[src/inc/wdog_consts.svh]
// Offsets, field positions, reset values and counts of the watchdog
`ifndef WDOG_CONSTS_SVH
`define WDOG_CONSTS_SVH

// Printed index of the service register; byte address is four times it
`define SVC_INDEX        16'hffff
// Own registers, byte addresses
`define CAUSE_ADDR       18'h0_0000
`define EVT_STATUS_ADDR  18'h0_0004
`define EVT_CLEAR_ADDR   18'h0_0008
`define EVT_ENABLE_ADDR  18'h0_000c
`define STATE_ADDR       18'h0_0010

`define CAUSE_WDOG_BIT   0
`define EVT_TIMEOUT_BIT  0
`define EVT_SERVICE_BIT  1
`define EVT_DISABLE_BIT  2
`define EVT_W            3
`define EVT_ENABLE_RST   3'h0
`define STATE_DIS_BIT    8
`define STATE_DRV_BIT    9

`define CNT_W            6
`define PRESC_FULL_W     12
`define STAGE_KEEP_MASK  12'h007
`define OVF_EARLY        16
`define POR_DELAY_CYCLES 13'h1000
`define PULSE_CYCLES     6'h20
`define MIN_TAP          5

`endif

[src/inc/wdog_pkg.sv]
// Types shared by the watchdog modules
package wdog_pkg;
    typedef logic [17:0] apb_addr_t;
    typedef logic [31:0] apb_data_t;
    typedef enum logic [1:0] {
        PULSE_IDLE  = 2'b00,
        PULSE_DRIVE = 2'b01,
        PULSE_DONE  = 2'b10
    } pulse_state_e;
endpackage

[src/inc/wdog_if.sv]
// Control and count signals between watchdog control and timebase
`timescale 1ns/1ps
interface wdog_if #(parameter int CNT_W = 6);
    logic             clr_all;
    logic             clr_presc;
    logic             clr_upper;
    logic             run;
    logic             rate_fast;
    logic             tick;
    logic             timeout;
    logic [CNT_W-1:0] count;
    modport timebase (input clr_all, clr_presc, clr_upper, run, rate_fast,
                      output tick, timeout, count);
    modport ctrl (output clr_all, clr_presc, clr_upper, run, rate_fast,
                  input tick, timeout, count);
endinterface

[src/logic/wdog_timebase.sv]
// Watchdog prescaler and 6-bit timeout counter
`timescale 1ns/1ps
`include "wdog_consts.svh"
module wdog_timebase #(
    parameter int PRESC_W  = 12,
    parameter int FAST_TAP = 7
) (
    input wire logic sys_clk,
    input wire logic sys_rst,
    wdog_if.timebase tb
);
    localparam logic [PRESC_W-1:0] SLOW_MASK = {PRESC_W{1'b1}};
    localparam logic [PRESC_W-1:0] FAST_MASK = SLOW_MASK >> (PRESC_W - FAST_TAP);
    localparam logic [PRESC_W-1:0] KEEP_MASK = PRESC_W'(`STAGE_KEEP_MASK);
    localparam logic [PRESC_W-1:0] EARLY     = PRESC_W'(`OVF_EARLY);

    logic [PRESC_W-1:0]  presc_r;
    logic [PRESC_W-1:0]  mask;
    logic [PRESC_W-1:0]  phase;
    logic [`CNT_W-1:0]   cnt_r;

    assign mask  = tb.rate_fast ? FAST_MASK : SLOW_MASK;
    assign phase = presc_r & mask;
    // Counter advances when the selected prescaler stages roll over
    assign tb.tick    = tb.run & (phase == mask);
    // Overflow lands 16 cycles before the 64th tick
    assign tb.timeout = tb.run & (&cnt_r) & (phase == (mask - EARLY));
    assign tb.count   = cnt_r;

    always_ff @(posedge sys_clk) begin
        if (sys_rst || tb.clr_presc) begin
            presc_r <= '0;
        end else if (tb.clr_upper) begin
            presc_r <= presc_r & KEEP_MASK;
        end else if (tb.run) begin
            presc_r <= presc_r + 1'b1;
        end
    end

    always_ff @(posedge sys_clk) begin
        if (sys_rst || tb.clr_all || tb.clr_upper) begin
            cnt_r <= '0;
        end else if (tb.tick) begin
            cnt_r <= cnt_r + 1'b1;
        end
    end
endmodule

[src/logic/runaway_code_watchdog.sv]
// Runaway-code watchdog with APB registers and reset pin driver
//
// The implementer's own choice: the APB interface to the registers.
`timescale 1ns/1ps
`include "wdog_consts.svh"

// Functional notes
// - 6-bit counter fed by 12-bit prescaler
// - Overflow after 8176 or 262128 cycles
// - Service write clears counter, prescaler stages 4-12
// - Service read returns reset vector low byte
// - Timeout: reset pin low 32 cycles, flag
// - STOP instruction clears prescaler
// - Prescaler cleared 4096 cycles after power-up
// - Internal reset clears prescaler and counter
// - Reset vector fetch clears prescaler
// - Disable input blocks reset; rate input selects
// - Monitor mode with high voltage disables
// - Break with high voltage on reset disables
// - Never a CPU interrupt; only reset
// - Keeps counting in wait mode
// - Stop mode gates clock, clears prescaler
module runaway_code_watchdog #(
    parameter int TIMEOUT_FAST = 8176,
    parameter int TIMEOUT_SLOW = 262128
) (
    input  wire logic                sys_clk,
    input  wire logic                sys_rst,
    input  wire logic                psel,
    input  wire logic                penable,
    input  wire logic                pwrite,
    input  wire wdog_pkg::apb_addr_t paddr,
    input  wire wdog_pkg::apb_data_t pwdata,
    output wire wdog_pkg::apb_data_t prdata,
    output wire logic                pready,
    output wire logic                pslverr,
    input  wire logic [7:0]          reset_vector_low,
    input  wire logic                timeout_rate_select,
    input  wire logic                watchdog_disable,
    input  wire logic                monitor_mode,
    input  wire logic                break_active,
    input  wire logic                irq_pin_high_voltage,
    input  wire logic                rst_pin_high_voltage,
    input  wire logic                wait_mode,
    input  wire logic                stop_mode,
    input  wire logic                stop_exec,
    input  wire logic                vector_fetch,
    input  wire logic                internal_reset,
    output wire logic                rst_pin_o,
    output wire logic                rst_pin_oe,
    output wire logic                system_reset_req,
    output wire logic                irq
);
    import wdog_pkg::*;

    localparam int FAST_TAP = $clog2((TIMEOUT_FAST + `OVF_EARLY) / 64);
    localparam int SLOW_TAP = $clog2((TIMEOUT_SLOW + `OVF_EARLY) / 64);

    // Timeouts must be 64 prescaler periods less 16
    if ((64 * (1 << FAST_TAP) - `OVF_EARLY) != TIMEOUT_FAST) begin : g_chk_fast
        $error("TIMEOUT_FAST is not 64 * 2**n - 16");
    end
    if ((64 * (1 << SLOW_TAP) - `OVF_EARLY) != TIMEOUT_SLOW) begin : g_chk_slow
        $error("TIMEOUT_SLOW is not 64 * 2**n - 16");
    end
    if (FAST_TAP < `MIN_TAP || SLOW_TAP <= FAST_TAP || SLOW_TAP > `PRESC_FULL_W) begin : g_chk_tap
        $error("Timeout taps out of range");
    end

    function automatic logic hit(input apb_addr_t a, input apb_addr_t b);
        return a == b;
    endfunction

    localparam apb_addr_t SVC_ADDR = {`SVC_INDEX, 2'b00};

    // Bus state
    logic              setup_rd;
    logic              access;
    logic              wr_en;
    logic              rd_done;
    logic              svc_write;
    logic              map_hit;
    apb_data_t         rd_value;
    apb_data_t         prdata_r;
    logic              pslverr_r;

    // Watchdog state
    logic              disabled;
    logic              disabled_d_r;
    logic [12:0]       por_cnt_r;
    logic              por_done_r;
    logic              por_clear;
    pulse_state_e      pulse_r;
    pulse_state_e      pulse_nxt;
    logic [5:0]        pulse_cnt_r;
    logic              cause_r;
    logic [`EVT_W-1:0] evt_status_r;
    logic [`EVT_W-1:0] evt_enable_r;
    logic [`EVT_W-1:0] evt_set;
    logic [`EVT_W-1:0] evt_clr;
    logic              fire;

    wdog_if #(.CNT_W(`CNT_W)) tb_if ();

    // Disable sources
    assign disabled = watchdog_disable
                    | (monitor_mode & (irq_pin_high_voltage | rst_pin_high_voltage))
                    | (break_active & rst_pin_high_voltage);

    // Power-on delay before the prescaler is cleared once
    always_ff @(posedge sys_clk) begin
        if (sys_rst) begin
            por_cnt_r  <= '0;
            por_done_r <= 1'b0;
        end else if (!por_done_r) begin
            por_cnt_r  <= por_cnt_r + 1'b1;
            por_done_r <= (por_cnt_r == `POR_DELAY_CYCLES - 13'h0001);
        end
    end
    assign por_clear = !por_done_r && (por_cnt_r == `POR_DELAY_CYCLES - 13'h0001);

    // Timebase control
    assign tb_if.rate_fast = timeout_rate_select;
    // Wait mode leaves the timebase running
    assign tb_if.run = !stop_mode && !disabled;
    assign tb_if.clr_upper = svc_write;
    assign tb_if.clr_presc = stop_exec
                           | stop_mode
                           | por_clear
                           | vector_fetch
                           | internal_reset
                           | disabled
                           | (pulse_r != PULSE_IDLE);
    assign tb_if.clr_all = internal_reset
                         | disabled
                         | (pulse_r != PULSE_IDLE);

    wdog_timebase #(
        .PRESC_W  (SLOW_TAP),
        .FAST_TAP (FAST_TAP)
    ) u_timebase (
        .sys_clk (sys_clk),
        .sys_rst (sys_rst),
        .tb      (tb_if.timebase)
    );

    assign fire = (pulse_r == PULSE_IDLE) && tb_if.timeout && !disabled;

    // Reset pulse sequencer
    always_comb begin
        pulse_nxt = pulse_r;
        unique case (pulse_r)
            PULSE_IDLE: begin
                if (fire) begin
                    pulse_nxt = PULSE_DRIVE;
                end
            end
            PULSE_DRIVE: begin
                if (pulse_cnt_r == `PULSE_CYCLES - 6'h01) begin
                    pulse_nxt = PULSE_DONE;
                end
            end
            PULSE_DONE: begin
                pulse_nxt = PULSE_IDLE;
            end
            default: begin
                pulse_nxt = PULSE_IDLE;
            end
        endcase
    end

    always_ff @(posedge sys_clk) begin
        if (sys_rst) begin
            pulse_r <= PULSE_IDLE;
        end else begin
            pulse_r <= pulse_nxt;
        end
    end

    always_ff @(posedge sys_clk) begin
        if (sys_rst || pulse_r != PULSE_DRIVE) begin
            pulse_cnt_r <= '0;
        end else begin
            pulse_cnt_r <= pulse_cnt_r + 6'h01;
        end
    end

    // Open-drain reset pin, driven low only
    assign rst_pin_o        = 1'b0;
    assign rst_pin_oe       = (pulse_r == PULSE_DRIVE);
    // Reset is the only request a timeout makes; it also sets the cause flag
    assign system_reset_req = (pulse_r == PULSE_DRIVE);

    // APB decode
    assign setup_rd  = psel && !penable && !pwrite;
    assign access    = psel && penable;
    assign wr_en     = access && pwrite;
    assign rd_done   = access && !pwrite;
    assign svc_write = wr_en && hit(paddr, SVC_ADDR);
    assign map_hit   = hit(paddr, SVC_ADDR)
                     | hit(paddr, `CAUSE_ADDR)
                     | hit(paddr, `EVT_STATUS_ADDR)
                     | hit(paddr, `EVT_CLEAR_ADDR)
                     | hit(paddr, `EVT_ENABLE_ADDR)
                     | hit(paddr, `STATE_ADDR);
    assign pready    = access;

    always_comb begin
        rd_value = '0;
        if (hit(paddr, SVC_ADDR)) begin
            rd_value[7:0] = reset_vector_low;
        end else if (hit(paddr, `CAUSE_ADDR)) begin
            rd_value[`CAUSE_WDOG_BIT] = cause_r;
        end else if (hit(paddr, `EVT_STATUS_ADDR)) begin
            rd_value[`EVT_W-1:0] = evt_status_r;
        end else if (hit(paddr, `EVT_ENABLE_ADDR)) begin
            rd_value[`EVT_W-1:0] = evt_enable_r;
        end else if (hit(paddr, `STATE_ADDR)) begin
            rd_value[`CNT_W-1:0]     = tb_if.count;
            rd_value[`STATE_DIS_BIT] = disabled;
            rd_value[`STATE_DRV_BIT] = (pulse_r == PULSE_DRIVE);
        end
    end

    // Read data captured in setup, stable through access
    always_ff @(posedge sys_clk) begin
        if (sys_rst) begin
            prdata_r <= '0;
        end else if (setup_rd) begin
            prdata_r <= rd_value;
        end
    end

    always_ff @(posedge sys_clk) begin
        if (sys_rst) begin
            pslverr_r <= 1'b0;
        end else if (psel && !penable) begin
            pslverr_r <= !map_hit;
        end
    end

    assign prdata  = prdata_r;
    assign pslverr = access && pslverr_r;

    // Cause flag: clears on read of a set value, set wins
    always_ff @(posedge sys_clk) begin
        if (sys_rst) begin
            cause_r <= 1'b0;
        end else if (fire) begin
            cause_r <= 1'b1;
        end else if (rd_done && hit(paddr, `CAUSE_ADDR) && prdata_r[`CAUSE_WDOG_BIT]) begin
            cause_r <= 1'b0;
        end
    end

    // Event status, clear and enable
    always_ff @(posedge sys_clk) begin
        if (sys_rst) begin
            disabled_d_r <= 1'b0;
        end else begin
            disabled_d_r <= disabled;
        end
    end

    always_comb begin
        evt_set = '0;
        evt_set[`EVT_TIMEOUT_BIT] = fire;
        evt_set[`EVT_SERVICE_BIT] = svc_write;
        evt_set[`EVT_DISABLE_BIT] = disabled && !disabled_d_r;
    end

    assign evt_clr = (wr_en && hit(paddr, `EVT_CLEAR_ADDR)) ? pwdata[`EVT_W-1:0] : '0;

    always_ff @(posedge sys_clk) begin
        if (sys_rst) begin
            evt_status_r <= '0;
        end else begin
            evt_status_r <= (evt_status_r & ~evt_clr) | evt_set;
        end
    end

    always_ff @(posedge sys_clk) begin
        if (sys_rst) begin
            evt_enable_r <= `EVT_ENABLE_RST;
        end else if (wr_en && hit(paddr, `EVT_ENABLE_ADDR)) begin
            evt_enable_r <= pwdata[`EVT_W-1:0];
        end
    end

    // Bus-side status line, not a CPU request of the watchdog
    assign irq = |(evt_status_r & evt_enable_r);

endmodule

[config.mk]
export PLATFORM = sky130hd
export DESIGN_NAME = runaway_code_watchdog
export DESIGN_NICKNAME = d
export VERILOG_FILES = /design/src/inc/wdog_pkg.sv /design/src/inc/wdog_if.sv /design/src/logic/wdog_timebase.sv /design/src/logic/runaway_code_watchdog.sv
export VERILOG_INCLUDE_DIRS = /design/src /design/src/inc
export SDC_FILE = /design/constraint.sdc
export NUM_CORES = 1
export LEC_CHECK = 0
export BUFFER_PORTS_ARGS = -buffer_cell sky130_fd_sc_hd__clkbuf_2
export CAP_MARGIN = 30
export CELL_PAD_IN_SITES_DETAIL_PLACEMENT = 1
export CELL_PAD_IN_SITES_GLOBAL_PLACEMENT = 1
export CORE_MARGIN = 1
export CORE_UTILIZATION = 35
export DETAILED_ROUTE_END_ITERATION = 10
export MAX_ROUTING_LAYER = met4
export PLACE_DENSITY_LB_ADDON = 0.1
export SETUP_SLACK_MARGIN = 0.2
export SLEW_MARGIN = 30
export SYNTH_ARGS = -nofsm -noshare
export SYNTH_HDL_FRONTEND = slang
export SYNTH_HIERARCHICAL = 1
export SYNTH_SLANG_ARGS = --single-unit
export TNS_END_PERCENT = 100
[constraint.sdc]
create_clock -name sys_clk -period 2.6 [get_ports sys_clk]
set_input_delay 0.52 -clock sys_clk [delete_from_list [all_inputs] [get_ports sys_clk]]
set_output_delay 0.52 -clock sys_clk [all_outputs]
set_load 0.02 [all_outputs]
==> metrics.cfg, run 1 <==
[power]
pwr-share-seq_pct = 51.1
power_frac_comb_pct = 8.5
power.internal_w = 0.001346
p_sw_share_pct = 25.29
ir_worst_vdd_v = 0.0002615
p_per_area_nw_per_um2 = 520.4
clkPwrFrac_pct = 40.4
switchingPower_w = 0.0004558
p_leak_nw = 1.384
power_w = 0.001802

[cts]
htree_num_levels = 3
cts_resized = 0
cts_buffer_depth = 2
clock_latency_ps = 330
cts.clk_slew.worst_paths_ps = 70
cts_sinks = 59
numCtsBuffers = 9
holdBufCountCts = 0
postCtsSetupBuffers = 0
root_buffer = clkbuf_8
cts_tree = yes

[critical_path]
crit_family = simple AND/OR/NAND/NOR gates
critical_path_class = in2reg
path_buf_inv = 1
slowest_delay_ps = 550
endpoint_kind = flip-flop
path_cells = clkbuf_2, a21oi_1, o21bai_1, nor3_1, nand2b_1, a211o_1, or3_1, nor2_1
critPathLaunchType = input port
slowest_stage = or3_1
worstPathMaxFanout = 9
worst_ep_required_time_ps = 2870
arrival_ps = 2400

[routing]
wire_per_inst_um = 14.06
viasPerCell = 5.026
drc = 0
vias = 2659
ant_nets = 0
firstDrtPassIters = 5
wl_mm = 7.438
first_iter_violations = 46

[status]
status = completed

[synthesis]
syn-instance-count = 363
syn_area_per_cell_um2 = 8.262
synth-compound-area-share_pct = 9.846
synth_area_leaders = dfxtp_1 (39%), buf_4 (6.0%), nor2_1 (5.9%)
synth_edf_count = 0
yosys.area_share.adder_pct = 1.669
synth-simple-area-share_pct = 30.25
syn_area_um2 = 2999
yosys-top-cells-count = dfxtp_1 (59), nor2_1 (47), nand2_1 (27), nand3_1 (26), buf_4 (24)
synth_cell_types = 46
muxShareOfSynthArea_pct = 2.336
synth_top_family_by_area = simple AND/OR/NAND/NOR gates
yosys.area.top_type = dfxtp_1
ys_seq_area_share_pct = 39.38
synth-seq-cells = 59
async_flop_share_pct = 0
synth_top_area_share_pct = 39.38
synth_xor_area_share_pct = 7.301
yosys_warnings = 6
synth.most_common_cell = dfxtp_1
ys.flop_type = dfxtp_1

[layout]
areaGrowthSynthToFinish_pct = 15.48
nets = 499
antenna_cells = 0
drive_gt1_share_pct = 18.87

[place]
gp_congestion = 0.7394
dp_slack_ps = 72.79
port_buffers = 58
dp_hpwl_mm = 5.687

[sta]
fmax_ghz = 0.4683
finalCriticalPeriod_ps = 2135
tns_ps = 0
tightest_slew_ps = 764.4
relSlewSlack_pct = 49.04
min_period_over_period_pct = 82.12
hold_viol_final = 0
rsz0062_at_grt = no
setup_viol = 0
setup_ws_ps = 464.8
fin_skew_ps = 7.476
finalMaxSlewViolations = 0

[global_routing]
grt_pass1_wl_mm = 12.14
grtUsageTotal_pct = 18.12
grt_pass1_vias = 2613
grt_start_max_net_pins = 21
grt.overflow.total = 0
antenna_found_initial = 0

[floorplan]
die-area_um2 = 8943
start_util_pct = 36.32
num_io_pins = 112
num_rows = 33
core_area_um2 = 8258
die_h_um = 94.57
fp.dieW_um = 94.57

[worst_hold_path]
hp-class = in2reg

[job]
cap_violations = 0

-- cell families after synthesis --
group / Yosys count
compound gates: 48
other cells: 1
buf+inv: 44
mux: 7
flops: 59
fa+ha+maj: 4
xor+xnor: 25
simple gates: 175
-- power by group through the flow --
| stage | registers (W) | logic [W] | clock network (W) |
|---|---|---|---|
| after floorplan | 0.000944 | 0.000115 | 0 |
| after global placement | 0.000942 | 0.000152 | 0 |
| after detailed placement | 0.000942 | 0.000154 | 0 |
| final | 0.000922 | 0.000153 | 0.000727 |
| after CTS | 0.000922 | 0.000155 | 0.000754 |
| after global routing | 0.000922 | 0.000170 | 0.000792 |
-- per-stage QoR --
step,util [%],area (um2),hold slack [ps],std cells
detailed placement,39.92,3297,444.5,515
finish,41.94,3463,426.0,529
CTS,41.94,3463,412.6,529
global placement,39.92,3297,440.5,515
global route,41.94,3463,421.8,529
floorplan,-,3082,430.2,385
-- cell type report --
class / count / area (um2)
Fill cell: 1027 / 4795
Multi-Input combinational cell: 282 / 1634
Sequential cell: 59 / 1181
Timing Repair Buffer: 63 / 327.8
Clock buffer: 11 / 151.4
Tap cell: 105 / 131.4
Inverter: 6 / 22.52
Clock inverter: 3 / 15.01
-- final timing paths --
path                                         end  cells after the start  slack (ps)                      start
max          u_timebase/presc_r[11]$_SDFFE_PP0P_                      8         460               monitor_mode
min                       prdata[6]$_SDFFE_PP0P_                      3         430        reset_vector_low[6]
max reg2reg  u_timebase/presc_r[11]$_SDFFE_PP0P_                      6         760  por_cnt_r[0]$_SDFFE_PP0N_
min reg2reg               pslverr_r$_SDFFE_PP0P_                      2         450     pslverr_r$_SDFFE_PP0P_
-- worst reg2reg max path: stages, from the launching register on --
cell	delay, ps
dfxtp_1	330
ha_1	240
nand3b_1	120
nor2_1	90
a211o_1	310
or3_1	550
nor2_1	150
-- layer usage --
metal  track usage (%)  part of all wire, %  vias up
met3             4.992                  5.3        7
li1                  -                    -     1342
met4             6.061                 0.99        0
met1             20.55                   46     1238
met2             30.74                   47       72
met5                 -                    0        -
-- cell usage in the layout, fill, tap and decap left out, types with 6 or more instances in the layout --
cell type / count
inv_1: 6
clkbuf_2: 58
o21ai_0: 6
nand2_1: 27
nor3_1: 8
dfxtp_1: 59
conb_1: 23
nand4_1: 12
nor4_1: 7
clkbuf_8: 11
xnor2_1: 6
nor2b_1: 6
nand3_1: 26
or3_1: 11
nor2_1: 47
a211oi_1: 6
a21oi_1: 20
mux2i_1: 7
xor2_1: 19
-- state kept, by name, summed over array words and instances (netlist names) --
signal,flops
por_cnt_r,13
u_timebase/presc_r,12
prdata,10
pulse_cnt_r,6
u_timebase/tb.count,6
evt_enable_r,3
evt_status_r,3
pulse_r,2
cause_r,1
disabled_d_r,1
por_done_r,1
pslverr_r,1
Power figures use the tool's default switching activity.
==> run 2: changes to the inputs <==
==> constraint.sdc (replaced) <==
create_clock -name sys_clk -period 2.1 [get_ports sys_clk]
set_input_delay 0.42 -clock sys_clk [delete_from_list [all_inputs] [get_ports sys_clk]]
set_output_delay 0.42 -clock sys_clk [all_outputs]
set_load 0.02 [all_outputs]
==> run 2 against run 1 <==
- die area unchanged
- via count is 2.8% higher
- worst setup slack worse by 170 ps
- clock power grew 64%
- final cell count grew 3.0%
- flip-flop and latch count unchanged
- design area is 5.2% higher
- utilization increased by 2.2 points
- count of clock-buffer cells in the layout grew 1
- register-to-register slack got worse by 440 ps
- wire length up 3.6%
- sequential power up 24%
==> metrics.cfg, run 2 (synthesized netlist as in run 1, its figures left out) <==
[status]
status = completed

[power]
p_per_area_nw_per_um2 = 696.4
p_leak_nw = 1.476
ir_worst_vdd_v = 0.0003474

[routing]
first_iter_violations = 77
wl_mm = 7.709
drc = 0
firstDrtPassIters = 4
viasPerCell = 5.015
ant_nets = 0
wire_per_inst_um = 14.14
vias = 2733

[floorplan]
core_area_um2 = 8258
num_rows = 33
start_util_pct = 36.32
num_io_pins = 112
die_h_um = 94.57
die-area_um2 = 8943
fp.dieW_um = 94.57

[sta]
min_period_over_period_pct = 86.19
relSlewSlack_pct = 47.29
setup_ws_ps = 289.9
setup_viol = 0
rsz0062_at_grt = no
finalMaxSlewViolations = 0
tns_ps = 0
timing.hold.ws_ps = 312.8
tightest_slew_ps = 790.6
fmax_ghz = 0.5525
hold_viol_final = 0
finalCriticalPeriod_ps = 1810
fin_skew_ps = 7.440

[critical_path]
endpoint_kind = flip-flop
r2r-end = pulse_r[0]$_SDFFE_PP0P_
r2r-start = u_timebase/presc_r[9]$_SDFFE_PP0P_
critical_path_class = in2reg
worstPathMaxFanout = 3
critPathLaunchType = input port
r2r_cells = 5
arrival_ps = 2040
r2r_slack_ps = 320
worst_ep_required_time_ps = 2330

[place]
gp_congestion = 0.8077
dp_hpwl_mm = 5.888
port_buffers = 58
dp_slack_ps = -100.3

[job]
cap_violations = 0

[global_routing]
grt_pass1_vias = 2693
grt.overflow.total = 0
grt_pass1_wl_mm = 12.53
grtUsageTotal_pct = 18.79
grt_start_max_net_pins = 20
antenna_found_initial = 0

[worst_hold_path]
hold_depth = 3
hp-class = in2reg
hold_path_end = prdata[7]$_SDFFE_PP0P_
holdCritStartpoint = reset_vector_low[7]

[layout]
areaGrowthSynthToFinish_pct = 21.44
largest_register = por_cnt_r
drive_gt1_share_pct = 22.27
layout_commonest_cell = dfxtp_1
largest_reg_flops = 13
nets = 513
antenna_cells = 0
layout_common_cells = dfxtp_1 (59), clkbuf_2 (58), nor2_1 (47)

[cts]
cts.clk_slew.worst_paths_ps = 70
cts_buffer_depth = 2
root_buffer = clkbuf_8
cts_sinks = 59
htree_num_levels = 3
numCtsBuffers = 9
clock_latency_ps = 340
postCtsSetupBuffers = 0
cts_tree = yes

run 2: changes by cell type in the layout (fill, tap and decap cells not counted):
cell / before / now
and4_1: 3 / 2
and4_4: 0 / 1
buf_4: 5 / 19
bufinv_16: 0 / 2
clkbuf_1: 0 / 1
clkinv_2: 3 / 1
clkinvlp_4: 0 / 1
nor3_1: 8 / 7
nor3_2: 0 / 1
or3_1: 11 / 10
or3_4: 0 / 1
run 2: worst max path at each step:
stage                                          end  slack (ps)                          startpoint  cells after the start
2_1_floorplan         evt_enable_r[0]$_SDFFE_PP0P_         130                           paddr[11]                      6
3_3_place_gp    u_timebase/presc_r[7]$_SDFFE_PP0P_         -30                        monitor_mode                      8
3_5_place_dp   u_timebase/presc_r[10]$_SDFFE_PP0P_        -100                        monitor_mode                      8
4_1_cts        u_timebase/presc_r[10]$_SDFFE_PP0P_         250                        monitor_mode                      8
5_1_grt                    pulse_r[0]$_SDFFE_PP0P_         210  u_timebase/presc_r[9]$_SDFFE_PP0P_                      5
6_report              evt_enable_r[1]$_SDFFE_PP0P_         290                           paddr[11]                      6
run 2: timing repair:
action                                  4_1_cts  5_1_grt
hold buffers                                  0        0
endpoints found under the setup margin        0       11
gates resized for setup                       0        4
run 2: worst max-delay path, stage by stage:
cell	delay [ps]
clkbuf_2	100
or4_4	540
or3_1	320
or3_1	400
mux2i_1	210
nor2_1	50
run 2: layout make-up:
| type | instances | area [um2] |
|---|---|---|
| Inverter | 6 | 22.52 |
| Sequential cell | 59 | 1181 |
| Timing Repair Buffer | 77 | 432.9 |
| Clock inverter | 4 | 72.57 |
| Fill cell | 1026 | 4616 |
| Tap cell | 105 | 131.4 |
| Clock buffer | 12 | 155.1 |
| Multi-Input combinational cell | 282 | 1647 |
run 2: per-stage QoR:
| step | area, um2 | utilization (%) | total power [W] | std cells |
|---|---|---|---|---|
| after floorplan | 3089 | - | 0.001311 | 385 |
| after global placement | 3402 | 41.20 | 0.001369 | 529 |
| after detailed placement | 3402 | 41.20 | 0.001373 | 529 |
| after CTS | 3630 | 43.95 | 0.002564 | 545 |
| after global routing | 3642 | 44.11 | 0.002644 | 545 |
| final | 3642 | 44.11 | 0.002536 | 545 |
run 2: report_power, final:
| group | total, W | switching, W | internal (W) |
|---|---|---|---|
| Sequential | 0.00114 | 0.00000907 | 0.00113 |
| Combinational | 0.000208 | 0.000132 | 0.0000758 |
| Clock | 0.00119 | 0.000456 | 0.000732 |
| Total | 0.00254 | 0.000597 | 0.00194 |
run 2: metal layers:
metal	wire (um)	vias to the layer above	part of all wire (%)	global-route usage (%)
li1	-	1375	-	-
met1	3530	1268	46	21.95
met2	3605	79	47	31.70
met3	462	11	6.0	4.267
met4	110	0	1.4	6.439
met5	0	-	0	-
